==> src/hw/flm_consts.vh <==
// Constants for the force limit monitor core
`ifndef FLM_CONSTS_VH
`define FLM_CONSTS_VH

// ****************************************
// Register map
// ****************************************
`define FLM_REG_CTRL     6'h00
`define FLM_REG_OFFSET   6'h01
`define FLM_REG_GAIN     6'h02
`define FLM_REG_STATUS   6'h03
`define FLM_REG_RAW      6'h04
`define FLM_REG_OUTPUT   6'h05

// ****************************************
// Field positions
// ****************************************
`define FLM_CTRL_VARIANT 0
`define FLM_ST_OVERLOAD  0
`define FLM_ST_OVERFLOW  1
`define FLM_ST_UNDERFLOW 2
`define FLM_ST_BUSY      3
`define FLM_ST_VARIANT   4

// ****************************************
// Reset values and limits
// ****************************************
`define FLM_OFFSET_RST   16'h0000
`define FLM_OFFSET_MAX   16'h3e80
`define FLM_OFFSET_MIN   16'hc180
`define FLM_GAIN_ONE     1000
`define FLM_GAIN_MIN     16'h0064
`define FLM_GAIN_MAX     16'h4e20
`define FLM_GAIN_RST     16'h03e8

// ****************************************
// Scaling
// ****************************************
`define FLM_FS_DIGITS    11890
`define FLM_NOM_MV       9
`define FLM_OVL_MV       12
`define FLM_OVL_TRIP     ((`FLM_OVL_MV * `FLM_FS_DIGITS) / `FLM_NOM_MV)
`define FLM_OVL_HYST     ((`FLM_FS_DIGITS / 2) / `FLM_NOM_MV)
`define FLM_OVL_REL      (`FLM_OVL_TRIP - `FLM_OVL_HYST)
`define FLM_DAC_FS       2000
`define FLM_OUT_HYST     10
`define FLM_OVF_TRIP     (`FLM_DAC_FS + `FLM_OUT_HYST)
`define FLM_OVF_REL      (`FLM_DAC_FS - `FLM_OUT_HYST)
`define FLM_UDF_TRIP     (`FLM_OUT_HYST)
`define FLM_DIVISOR      ((`FLM_GAIN_ONE * `FLM_FS_DIGITS) / `FLM_DAC_FS)

`endif

==> src/hw/flm_core.v <==
// Force limit monitor: calibration, output value, limit flags, Wishbone registers
//
// Added by the designer: register access over Wishbone and the register addresses.
`timescale 1ns/1ns
`default_nettype none
`include "flm_consts.vh"

module flm_core (
  input  wire        clk,          // System clock, 50 MHz
  input  wire        reset,        // Synchronous reset, active high
  input  wire        wb_cyc_i,     // Wishbone cycle
  input  wire        wb_stb_i,     // Wishbone strobe
  input  wire        wb_we_i,      // Wishbone write enable
  input  wire [7:0]  wb_adr_i,     // Wishbone byte address
  input  wire [3:0]  wb_sel_i,     // Wishbone byte selects
  input  wire [31:0] wb_dat_i,     // Wishbone write data
  output reg  [31:0] wb_dat_o,     // Wishbone read data
  output reg         wb_ack_o,     // Wishbone acknowledge
  input  wire        adc_valid,    // Raw sample offered
  input  wire [15:0] adc_sample,   // Raw signed converter sample
  output wire        adc_ready,    // Core idle, sample taken
  output reg  [10:0] dac_value,    // Output converter value, 0..2000
  output reg         dac_valid,    // Pulse: new output value
  output reg         overload,     // Raw input overload flag
  output reg         overflow,     // Output overflow flag
  output reg         underflow     // Output underflow flag
);

  // ****************************************
  // State machine
  // ****************************************
  localparam [3:0] ST_IDLE = 4'h1;
  localparam [3:0] ST_MUL  = 4'h2;
  localparam [3:0] ST_DIV  = 4'h4;
  localparam [3:0] ST_DONE = 4'h8;

  localparam integer OVF_TRIP = `FLM_OVF_TRIP;
  localparam integer OVF_REL  = `FLM_OVF_REL;
  localparam integer UDF_TRIP = `FLM_UDF_TRIP;
  localparam integer DAC_FS   = `FLM_DAC_FS;
  localparam integer OVL_TRIP = `FLM_OVL_TRIP;
  localparam integer OVL_REL  = `FLM_OVL_REL;
  localparam integer DIV_FULL = `FLM_DIVISOR;
  localparam [15:0]  DIVISOR  = DIV_FULL[15:0];

  reg  [3:0]  state_reg;
  reg  [3:0]  state_next;
  reg         variant_reg;
  reg  [15:0] offset_reg;
  reg  [15:0] gain_reg;
  reg  [15:0] raw_reg;
  reg  [32:0] prod_reg;
  reg         neg_reg;
  reg  signed [19:0] comp_reg;
  reg         div_start;

  wire        div_done;
  wire [31:0] div_quot;
  wire        take;
  wire [5:0]  reg_idx;
  wire        wr_en;
  wire        rd_en;
  wire signed [16:0] corrected;
  wire signed [32:0] product;
  wire [15:0] raw_mag;
  wire signed [19:0] comp_val;

  // ****************************************
  // Helper functions
  // ****************************************
  function [15:0] mag16;
    input [15:0] v;
    begin
      mag16 = v[15] ? (~v + 16'h0001) : v;
    end
  endfunction

  function [15:0] merge16;
    input [15:0] old;
    input [15:0] dat;
    input [1:0]  sel;
    begin
      merge16 = {sel[1] ? dat[15:8] : old[15:8], sel[0] ? dat[7:0] : old[7:0]};
    end
  endfunction

  function [15:0] clamp_offset;
    input [15:0] v;
    begin
      if ($signed(v) > $signed(`FLM_OFFSET_MAX))
        clamp_offset = `FLM_OFFSET_MAX;
      else if ($signed(v) < $signed(`FLM_OFFSET_MIN))
        clamp_offset = `FLM_OFFSET_MIN;
      else
        clamp_offset = v;
    end
  endfunction

  function [15:0] clamp_gain;
    input [15:0] v;
    begin
      if (v < `FLM_GAIN_MIN)
        clamp_gain = `FLM_GAIN_MIN;
      else if (v > `FLM_GAIN_MAX)
        clamp_gain = `FLM_GAIN_MAX;
      else
        clamp_gain = v;
    end
  endfunction

  // ****************************************
  // Wishbone slave
  // ****************************************
  assign reg_idx = wb_adr_i[7:2];
  assign wr_en   = wb_cyc_i & wb_stb_i & wb_we_i & wb_ack_o;
  assign rd_en   = wb_cyc_i & wb_stb_i & ~wb_we_i & ~wb_ack_o;

  always @(posedge clk) begin
    if (reset) begin
      wb_ack_o <= 1'b0;
    end else begin
      wb_ack_o <= wb_cyc_i & wb_stb_i & ~wb_ack_o;
    end
  end

  always @(posedge clk) begin
    if (reset) begin
      wb_dat_o <= 32'h0000_0000;
    end else if (rd_en) begin
      case (reg_idx)
        `FLM_REG_CTRL:   wb_dat_o <= {31'h0000_0000, variant_reg};
        `FLM_REG_OFFSET: wb_dat_o <= {16'h0000, offset_reg};
        `FLM_REG_GAIN:   wb_dat_o <= {16'h0000, gain_reg};
        `FLM_REG_STATUS: wb_dat_o <= {27'h000_0000, variant_reg, ~state_reg[0],
                                      underflow, overflow, overload};
        `FLM_REG_RAW:    wb_dat_o <= {16'h0000, raw_reg};
        `FLM_REG_OUTPUT: wb_dat_o <= {12'h000, comp_reg};
        default:         wb_dat_o <= 32'h0000_0000;
      endcase
    end
  end

  // Writes land one edge after ack rises, at the edge that samples ack high
  always @(posedge clk) begin
    if (reset) begin
      variant_reg <= 1'b0;
      offset_reg  <= `FLM_OFFSET_RST;
      gain_reg    <= `FLM_GAIN_RST;
    end else if (wr_en) begin
      case (reg_idx)
        `FLM_REG_CTRL: begin
          if (wb_sel_i[0])
            variant_reg <= wb_dat_i[`FLM_CTRL_VARIANT];
        end
        `FLM_REG_OFFSET: begin
          offset_reg <= clamp_offset(merge16(offset_reg, wb_dat_i[15:0],
                                             wb_sel_i[1:0]));
        end
        `FLM_REG_GAIN: begin
          gain_reg <= clamp_gain(merge16(gain_reg, wb_dat_i[15:0],
                                         wb_sel_i[1:0]));
        end
        default: begin
          variant_reg <= variant_reg;
        end
      endcase
    end
  end

  // ****************************************
  // Sample intake and overload test
  // ****************************************
  assign adc_ready = state_reg[0];
  assign take      = adc_valid & state_reg[0];
  assign raw_mag   = mag16(adc_sample);

  always @(posedge clk) begin
    if (reset) begin
      raw_reg  <= 16'h0000;
      overload <= 1'b0;
    end else if (take) begin
      raw_reg <= adc_sample;
      if (raw_mag >= OVL_TRIP)
        overload <= 1'b1;
      else if (raw_mag <= OVL_REL)
        overload <= 1'b0;
    end
  end

  // ****************************************
  // Calibration arithmetic
  // ****************************************
  // 16-bit input carries the 33 percent overload with margin
  assign corrected = $signed({raw_reg[15], raw_reg}) -
                     $signed({offset_reg[15], offset_reg});
  assign product   = corrected * $signed({1'b0, gain_reg});

  // Full scale digits map to full scale output
  assign comp_val  = neg_reg ? -$signed({2'b00, div_quot[17:0]})
                             : $signed({2'b00, div_quot[17:0]});

  always @(posedge clk) begin
    if (reset) begin
      prod_reg  <= 33'h0_0000_0000;
      neg_reg   <= 1'b0;
      div_start <= 1'b0;
    end else begin
      div_start <= 1'b0;
      if (state_reg[1]) begin
        prod_reg  <= product[32] ? (~product + 33'h0_0000_0001) : product;
        neg_reg   <= product[32];
        div_start <= 1'b1;
      end
    end
  end

  flm_udiv u_div (
    .clk      (clk),
    .reset    (reset),
    .start    (div_start),
    .dividend (prod_reg[31:0]),
    .divisor  (DIVISOR),
    .done     (div_done),
    .quotient (div_quot)
  );

  always @* begin
    case (state_reg)
      ST_IDLE: state_next = take ? ST_MUL : ST_IDLE;
      ST_MUL:  state_next = ST_DIV;
      ST_DIV:  state_next = div_done ? ST_DONE : ST_DIV;
      ST_DONE: state_next = ST_IDLE;
      default: state_next = ST_IDLE;
    endcase
  end

  always @(posedge clk) begin
    if (reset)
      state_reg <= ST_IDLE;
    else
      state_reg <= state_next;
  end

  // ****************************************
  // Output value and overflow/underflow test
  // ****************************************
  always @(posedge clk) begin
    if (reset) begin
      comp_reg  <= 20'h0_0000;
      dac_value <= 11'h000;
      dac_valid <= 1'b0;
      overflow  <= 1'b0;
      underflow <= 1'b0;
    end else begin
      dac_valid <= 1'b0;
      if (state_reg[2] && div_done) begin
        comp_reg  <= comp_val;
        dac_valid <= 1'b1;
        if (comp_val < 20'sd0)
          dac_value <= 11'h000;
        else if (comp_val > DAC_FS)
          dac_value <= DAC_FS[10:0];
        else
          dac_value <= comp_val[10:0];
        if (comp_val >= OVF_TRIP)
          overflow <= 1'b1;
        else if (comp_val > UDF_TRIP && comp_val < OVF_REL)
          overflow <= 1'b0;
        if (comp_val <= UDF_TRIP)
          underflow <= 1'b1;
        else if (comp_val < OVF_REL)
          underflow <= 1'b0;
      end
    end
  end

endmodule // flm_core

`default_nettype wire

==> src/hw/flm_udiv.v <==
// Sequential unsigned restoring divider
`timescale 1ns/1ns
`default_nettype none

module flm_udiv (
  input  wire        clk,       // System clock
  input  wire        reset,     // Synchronous reset, active high
  input  wire        start,     // Pulse: load operands
  input  wire [31:0] dividend,  // Numerator
  input  wire [15:0] divisor,   // Denominator, nonzero
  output reg         done,      // Pulse: quotient valid
  output reg  [31:0] quotient   // Result
);

  reg  [31:0] num_reg;
  reg  [16:0] rem_reg;
  reg  [15:0] den_reg;
  reg  [5:0]  cnt_reg;
  reg         run_reg;
  wire [16:0] trial;
  wire [16:0] diff;

  assign trial = {rem_reg[15:0], num_reg[31]};
  assign diff  = trial - {1'b0, den_reg};

  always @(posedge clk) begin
    if (reset) begin
      num_reg  <= 32'h0000_0000;
      rem_reg  <= 17'h0_0000;
      den_reg  <= 16'h0000;
      cnt_reg  <= 6'h00;
      run_reg  <= 1'b0;
      done     <= 1'b0;
      quotient <= 32'h0000_0000;
    end else begin
      done <= 1'b0;
      if (start) begin
        num_reg <= dividend;
        den_reg <= divisor;
        rem_reg <= 17'h0_0000;
        cnt_reg <= 6'h20;
        run_reg <= 1'b1;
      end else if (run_reg) begin
        if (!diff[16]) begin
          rem_reg <= diff;
          num_reg <= {num_reg[30:0], 1'b1};
        end else begin
          rem_reg <= trial;
          num_reg <= {num_reg[30:0], 1'b0};
        end
        cnt_reg <= cnt_reg - 6'h01;
        if (cnt_reg == 6'h01) begin
          run_reg  <= 1'b0;
          done     <= 1'b1;
          quotient <= {num_reg[30:0], ~diff[16]};
        end
      end
    end
  end

endmodule // flm_udiv

`default_nettype wire

==> config.mk <==
export PLATFORM = sky130hd
export DESIGN_NAME = flm_core
export DESIGN_NICKNAME = d
export VERILOG_FILES = /design/src/hw/flm_core.v /design/src/hw/flm_udiv.v
export VERILOG_INCLUDE_DIRS = /design/src /design/src/hw
export SDC_FILE = /design/constraint.sdc
export NUM_CORES = 1
export LEC_CHECK = 0
export ABC_AREA = 1
export BUFFER_PORTS_ARGS = -buffer_cell sky130_fd_sc_hd__buf_2
export CAP_MARGIN = 40
export CORE_ASPECT_RATIO = 2
export CORE_UTILIZATION = 47
export DETAILED_ROUTE_END_ITERATION = 16
export PLACE_DENSITY = 0.75
export SLEW_MARGIN = 10
export SYNTH_ARGS = -nofsm -noshare
export SYNTH_HDL_FRONTEND = slang
export SYNTH_SLANG_ARGS = --single-unit
==> constraint.sdc <==
create_clock -name clk -period 8.7 [get_ports clk]
set_input_delay 0.87 -clock clk [delete_from_list [all_inputs] [get_ports clk]]
set_output_delay 0.87 -clock clk [all_outputs]
set_load 0.05 [all_outputs]
* After elaboration in Yosys (flattened, before gate mapping) *
Cells that the tools add are included.

word-level totals
  register bits = 230
  input bits = 66
  output and inout bits = 49
  word-level logic and storage cells = 118

operators by class
  add/sub/neg operators = 6
  multiply operators = 1
  $lt $le $gt $ge = 12
  eq/ne operators = 9
  muxes and demuxes = 35
  bitwise logic cells = 15
  reductions and logical operators = 16

operator list
  kind                                                                             number
  20-bit case mux with 6 select lines                                              1
  16-bit 2-to-1 mux                                                                6
  32-bit 2-to-1 mux                                                                3
  17-bit by 17-bit multiplier with 33-bit output                                   1
  32-bit by 1-bit adder with 32-bit output (second input constant)                 1
  16-bit by 15-bit > comparator with 1-bit output (second input constant)          2
  8-bit 2-to-1 mux                                                                 4
  32-bit inverter                                                                  1
  11-bit 2-to-1 mux                                                                2
  20-bit by 12-bit >= comparator with 1-bit output (second input constant)         1
  20-bit by 12-bit > comparator with 1-bit output (second input constant)          1
  20-bit by 5-bit > comparator with 1-bit output (second input constant)           1
  20-bit by 5-bit <= comparator with 1-bit output (second input constant)          1
  20-bit by 1-bit less-than comparator with 1-bit output (second input constant)   1
  20-bit by 12-bit less-than comparator with 1-bit output (second input constant)  1
  20-bit 2-to-1 mux                                                                1
  18-bit negator with 20-bit output                                                1
  16-bit by 16-bit subtractor with 17-bit output                                   1
  17-bit by 13-bit subtractor with 17-bit output                                   1
  16-bit by 1-bit adder with 16-bit output (second input constant)                 1
  16-bit by 14-bit >= comparator with 1-bit output (second input constant)         1
  16-bit by 14-bit <= comparator with 1-bit output (second input constant)         1
  16-bit by 15-bit less-than comparator with 1-bit output (second input constant)  1
  16-bit by 7-bit less-than comparator with 1-bit output (second input constant)   1
  22 further kinds                                                                 58

* Longest topological paths before layout *
Gate-level depths: netlist (run 1).

  word-level depth = 6
  depth in mapped cells = 47
  depth with buffers taken out = 46

* Cells and area by module *
From an unflattened synthesis (run 1), not the netlist that was laid out.

second synthesis, totals
  cell total of the unflattened synthesis = 3768
  area, all modules = 25924.9 sq um

modules (own cells, without submodules)
  module    times used  cells an instance  area each (sq um)  seq. area each (sq um)
  flm_core  1           2994               20525.9            2862.7
  flm_udiv  1           774                5398.9             2082.0

* Worst setup path before layout (run 1) *
Ideal clock, no wire load.

  path kind = register to register
  from = register raw_reg[0]
  to = register prod_reg[5]
  setup time = 113 ps
  data arrival time = 7376 ps
  data required time = 8587 ps
  slack = 1211 ps
  stages on the path, launching flop included = 41
  buffers on the path = 4
  clock period less this slack = 7489 ps
  cells stage by stage = dfxtp_1 > inv_1 > ha_1 > fa_1 > nand3b_1 > nand2_1 > a21oi_1 > o21ai_0 > or2_2 > nand2_1 > buf_2 > nor2_1 > inv_1 > fa_1 > inv_1 > fa_1 > buf_6 > clkbuf_1 > (+5 left out) > fa_1 > inv_1 > ha_1 > nand2_1 > nor2_1 > inv_1 > nor4_1 > nand2_1 > nand3_2 > inv_1 > nand2_1 > nand2_2 > clkinv_4 > buf_6 > nand2_1 > xnor2_1 > o21ai_1 > inv_1

between the ends
  word-level cells in the longest chain between the ends = 5

RTL lines
  element                                           line            source
  start, declared                                   flm_core.v:51   reg [15:0] raw_reg;
  start signal, assigned                            flm_core.v:182  raw_reg <= adc_sample;
  16-bit by 16-bit subtractor with 17-bit output *  flm_core.v:194  assign corrected = $signed({raw_reg[15], raw_reg}) -
  17-bit by 17-bit multiplier with 33-bit output *  flm_core.v:196  assign product = corrected * $signed({1'b0, gain_reg});
  32-bit inverter                                   flm_core.v:210  prod_reg <= product[32] ? (~product + 33'h0_0000_0001) : product;
  32-bit by 1-bit adder with 32-bit output          flm_core.v:210
  32-bit 2-to-1 mux *                               flm_core.v:210
  end signal, assigned                              flm_core.v:210
  end, declared                                     flm_core.v:52   reg [32:0] prod_reg;

Mark *: on every way between the ends. The rest lies on a longest branch, timed or not.
A chain may end at the register's enable or synchronous reset.

* Worst setup path after layout (run 1) *
  from = register raw_reg[0]
  to = register prod_reg[13]

Same word-level chain as after synthesis.

==> results.toml, run 1 <==
[placed_design]
pre_cts_ws_ns = 0.200
hpwl_mm = 56.9
portBuffers = 82
placed_area_um2 = 25100
place.gp.congestion = 0.958

[setup_path]
crit_path_end_kind = "flop"
cpPeakStageDelay_ns = 0.63
crit_type = "reg2reg"
crit_top_cell = "fa_1"
r2r_start = "raw_reg[0]"
cp.required_ns = 9.11
reg2reg_depth = 34
arrival_ns = 8.72
path_max_fanout = 25
rrSetupSlack_ns = 0.39
cp_slowest_cell = "fa_1"
startpoint = "raw_reg[0]"
worstSetupStartpointType = "flop"

[timing]
setup_violations = 0
worst_slack_ns = 0.385
fin_worst_skew_ns = 0.0442
period_share = 0.956
maxSlewViolCount = 0
worst_pin_slew_ns = 0.872
fmax_ghz = 0.120
min_period_ns = 8.31
tns_ns = 0
finalHoldViolCount = 0
max_slew_margin = 0.418

[logic_synthesis]
syn_inst = 3486
yosys.area_share.adder = 0.286
synthSimpleGateAreaFrac = 0.246
synth_compound_area_frac = 0.114
synth_ff_type = "dfxtp_1"
ys_warn_count = 0
async_reset_ff_frac = 0
synthMuxAreaShare = 0
ys_seq_elements = 218
synth_top_family_by_area = "adder cells"
synth-edff-count = 0
syn_avg_cell_area_um2 = 6.88
seq_area_frac_synth = 0.182
synth-xor-area-share = 0.0277
syn_area_um2 = 24000
synth_cell_types = 59

[clock_network]
cts_max_path_buffers = 3
cts_setup_buffers = 0
htreeDepth = 1
cts.sinks = 218
cts.clk_slew.worst_paths_ns = 0.07
root_buffer = "clkbuf_16"
clk_latency_ns = 0.56
cts_tree = "yes"
cts_made_buffers = 20

[detailed_routing]
first_iter_violations = 1558
routed_via_density = 5.36
wirelength_mm = 71.6
vias = 22400
drc = 0
wl_per_cell_um = 17.1
drtAntennaViolNets = 0
drt_pass1_iterations = 9

[floorplanning]
start_util = 0.478
fp.dieW_um = 162
pin_count = 115
coreArea_um2 = 50200
fp.dieH_um = 322
dieArea_um2 = 52000
rows = 116

[min_path]
hold_path_class = "reg2reg"
hold_depth = 2
hp-start = "dac_value[2]"

[global_routing]
grt_start_max_net_pins = 66
grt_overflow_total = 0
first_global_vias = 22900
antenna_found_initial = 0
grt_pass1_wl_mm = 116
grtUsageTotal = 0.286

[cells_and_area]
drive_gt1_frac = 0.0679
multi_input_area_um2 = 16200
final_nets = 3972
nFillCells = 4972
area_growth_pct = 7.63
final_area_um2 = 25800
regArea_um2 = 4360
fin_util = 0.514
diodes = 0

[run_status]
status = "completed"

[job]
maxCapViolations = 0
[Yosys cell counts (4+ instances only)]
master,instances,area share
nand2_1,772,0.12
inv_1,755,0.12
nor2_1,366,0.057
fa_1,268,0.22
dfxtp_1,218,0.18
a21oi_1,194,0.040
o21ai_0,189,0.039
nand3_1,128,0.027
ha_1,119,0.062
clkbuf_1,92,0.014
xor2_1,47,0.017
nand4_1,44,0.011
nor3_1,30,0.0063
o211ai_1,27,0.0084
xnor2_1,24,0.0088
clkinv_1,16,0.0025
nor2_2,15,0.0039
buf_4,14,0.0044
o2111ai_1,12,0.0044
o21ai_1,12,0.0025
nand2_2,11,0.0029
or2_2,11,0.0029
buf_2,10,0.0021
nand3_2,10,0.0042
nand3b_1,10,0.0031
a31oi_1,8,0.0021
inv_2,7,0.0011
o22ai_1,7,0.0018
a22oi_1,6,0.0019
nor4_1,6,0.0016
o21bai_1,6,0.0019
a211oi_1,4,0.0013
o21a_1,4,0.0013
[cell families after synthesis]
family | after synthesis
xor+xnor | 73
compound gates | 492
flops | 218
other cells | 1
simple gates | 1415
fa+ha+maj | 387
buf+inv | 900
[worst max-delay path, delay by kind of cell (launching register included)]
kind | cells | cell delay [ns]
AO/OA/AOI/OAI | 3 | 0.50
XOR/XNOR | 1 | 0.15
adder cells (fa/ha/maj) | 9 | 4.53
buffers and inverters | 8 | 0.75
flip-flops | 1 | 0.33
AND/OR/NAND/NOR | 13 | 1.91
[cells in the final DEF (no fill, tap or decap), drive strengths merged, types with 32 or more instances in the layout]
cell type,instances
nand2,785
inv,765
nor2,384
fa,268
dfxtp,218
o21ai,204
a21oi,196
nand3,138
buf,120
ha,119
xor2,49
nand4,45
nor3,32
[cell type report]
cell class / instances / share of cell area
clock buffer: 29 / 0.0231
timing repair buffer: 121 / 0.0292
multi-input combinational: 2379 / 0.629
tap: 649 / 0.0314
clock inverter: 7 / 0.00465
sequential: 218 / 0.169
inverter: 779 / 0.114
[path summary, 6_finish.rpt]
path | to
setup / recovery | prod_reg[13]
hold / removal | dac_value[2]
setup reg to reg | prod_reg[13]
hold reg to reg | dac_value[2]
[per-stage QoR]
step                      hold WS [ns]  cells
after floorplan                  0.430   3497
after global placement           0.445   4141
after detailed placement         0.450   4145
after CTS                        0.460   4181
after global routing             0.476   4182
final                            0.460   4182
[timing repair]
item,CTS,global route
endpoints found under the setup margin,0,31
resized for setup,0,13
endpoints found under the hold margin,0,0
hold buffers,0,0
[layer usage]
layer	share of wire	GRT usage	vias up
met3	0.050	0.0327	340
met4	0.088	0.235	0
met2	0.52	0.529	800
met5	0	0	-
met1	0.34	0.282	10600
li1	-	-	10700
Power of run 1 is left out: the tool's default activity adds up to more than one toggle a clock period on the data nets, which glitch-free logic cannot reach.
==> run 2: changes to the inputs <==
--- a/config.mk
+++ b/config.mk
@@ -10,9 +10,9 @@
 export BUFFER_PORTS_ARGS = -buffer_cell sky130_fd_sc_hd__buf_2
 export CAP_MARGIN = 40
 export CORE_ASPECT_RATIO = 2
-export CORE_UTILIZATION = 47
+export CORE_UTILIZATION = 55
 export DETAILED_ROUTE_END_ITERATION = 16
-export PLACE_DENSITY = 0.75
+export PLACE_DENSITY = 0.84
 export SLEW_MARGIN = 10
 export SYNTH_ARGS = -nofsm -noshare
 export SYNTH_HDL_FRONTEND = slang
==> run 2 against run 1 <==
  * Clock-buffer cell count decreased by 3
  * Routed wire length increased by 0.38%
  * First-iteration DRC count increased by 5.6%
  * Critical path depth increased by 7
  * Hold slack about the same
  * Critical path type unchanged
  * Largest cell class unchanged
==> results.toml, run 2 (synthesis results as in run 1) <==
[detailed_routing]
wl_per_cell_um = 17.7
vias = 22700
drtAntennaViolNets = 0
drc = 0
first_iter_violations = 1645
wirelength_mm = 71.8
routed_via_density = 5.58
drt_pass1_iterations = 6

[placed_design]
place.gp.congestion = 0.993
portBuffers = 82
placed_area_um2 = 24900
hpwl_mm = 56.4

[cells_and_area]
area_growth_pct = 6.54
layout_common_cells = "nand2_1, inv_1, nor2_1"
diodes = 0
drive_gt1_frac = 0.0659
final_area_um2 = 25600
fin_util = 0.597
final_nets = 3965
mostFrequentLayoutCell = "nand2_1"

[setup_path]
path_max_fanout = 15
crit_type = "reg2reg"
cpPeakStageDelay_ns = 0.64
critPathBufInv = 10
crit_path_end_kind = "flop"
arrival_ns = 8.66
cp.required_ns = 9.10
worstSetupStartpointType = "flop"
critPathTopFamily = "adder cells"
cp_slowest_cell = "fa_1"
crit_top_cell = "inv_1"

[floorplanning]
coreArea_um2 = 42800
fp.dieH_um = 297
fp.dieW_um = 150
rows = 107
start_util = 0.560
pin_count = 115
dieArea_um2 = 44500

[timing]
worst_pin_slew_ns = 0.899
setup_violations = 0
holdWs_ns = 0.460
min_period_ns = 8.26
period_share = 0.949
fin_worst_skew_ns = 0.0313
maxSlewViolCount = 0
fmax_ghz = 0.121
max_slew_margin = 0.400
finalHoldViolCount = 0
tns_ns = 0

[global_routing]
grt_pass1_wl_mm = 115
grt_start_max_net_pins = 93
grtUsageTotal = 0.332
antenna_found_initial = 0
first_global_vias = 23000
grt_overflow_total = 0

[clock_network]
holdBufCountCts = 0
cts.sinks = 218
cts_max_path_buffers = 3
root_buffer = "clkbuf_16"
cts_tree = "yes"
cts_made_buffers = 19
clk_latency_ns = 0.54
htreeDepth = 1
cts.clk_slew.worst_paths_ns = 0.07

[min_path]
hold_path_class = "reg2reg"

[job]
maxCapViolations = 0

[run_status]
status = "completed"
## run 2: cell types whose count changed in the layout (fill, tap and decap cells not counted), moves of 2 or more
| cell | before | now |
|---|---|---|
| clkbuf_16 | 21 | 19 |
| buf_4 | 33 | 29 |
| clkinv_2 | 1 | 3 |
| clkbuf_1 | 4 | 2 |
## run 2: worst min-delay path, stage by stage (launching register included)
cell and delay (ns):
dfxtp_1 0.31, nand2_1 0.06, a21oi_1 0.05
## run 2: final cells by class
type,count,area [um2]
Multi-Input combinational cell,2379,16200
Timing Repair Buffer,115,709
Sequential cell,218,4360
Clock inverter,6,83.8
Clock buffer,26,552
Inverter,779,2930
Tap cell,545,682
Fill cell,3864,17300
## run 2: metrics by stage
step / cells / setup slack (ns)
final: 4068 / 0.439
after global routing: 4068 / -0.0228
after CTS: 4068 / 0.319
after detailed placement: 4036 / 0.331
after global placement: 4032 / 0.524
after floorplan: 3497 / 1.21
## run 2: what timing repair did
action,in CTS,in global routing
setup endpoints to repair,0,31
buffers inserted,0,0
resized for setup,0,13
## run 2: worst paths after layout
check                                   start           end  slack (ns)  cells past startpoint
worst max-delay path            offset_reg[8]  prod_reg[12]        0.44                     41
worst min-delay path             comp_reg[17]  wb_dat_o[17]        0.46                      2
worst max register to register  offset_reg[8]  prod_reg[12]        0.44                     41
worst min register to register   comp_reg[17]  wb_dat_o[17]        0.46                      2
## run 2: metal layers
layer | vias to the layer above | GRT usage | part of all wire
met5 | - | 0 | 0
met4 | 0 | 0.284 | 0.095
met3 | 406 | 0.0494 | 0.064
met2 | 1016 | 0.597 | 0.51
met1 | 10600 | 0.327 | 0.33
li1 | 10700 | - | -
Power of run 2 is left out for the same reason.
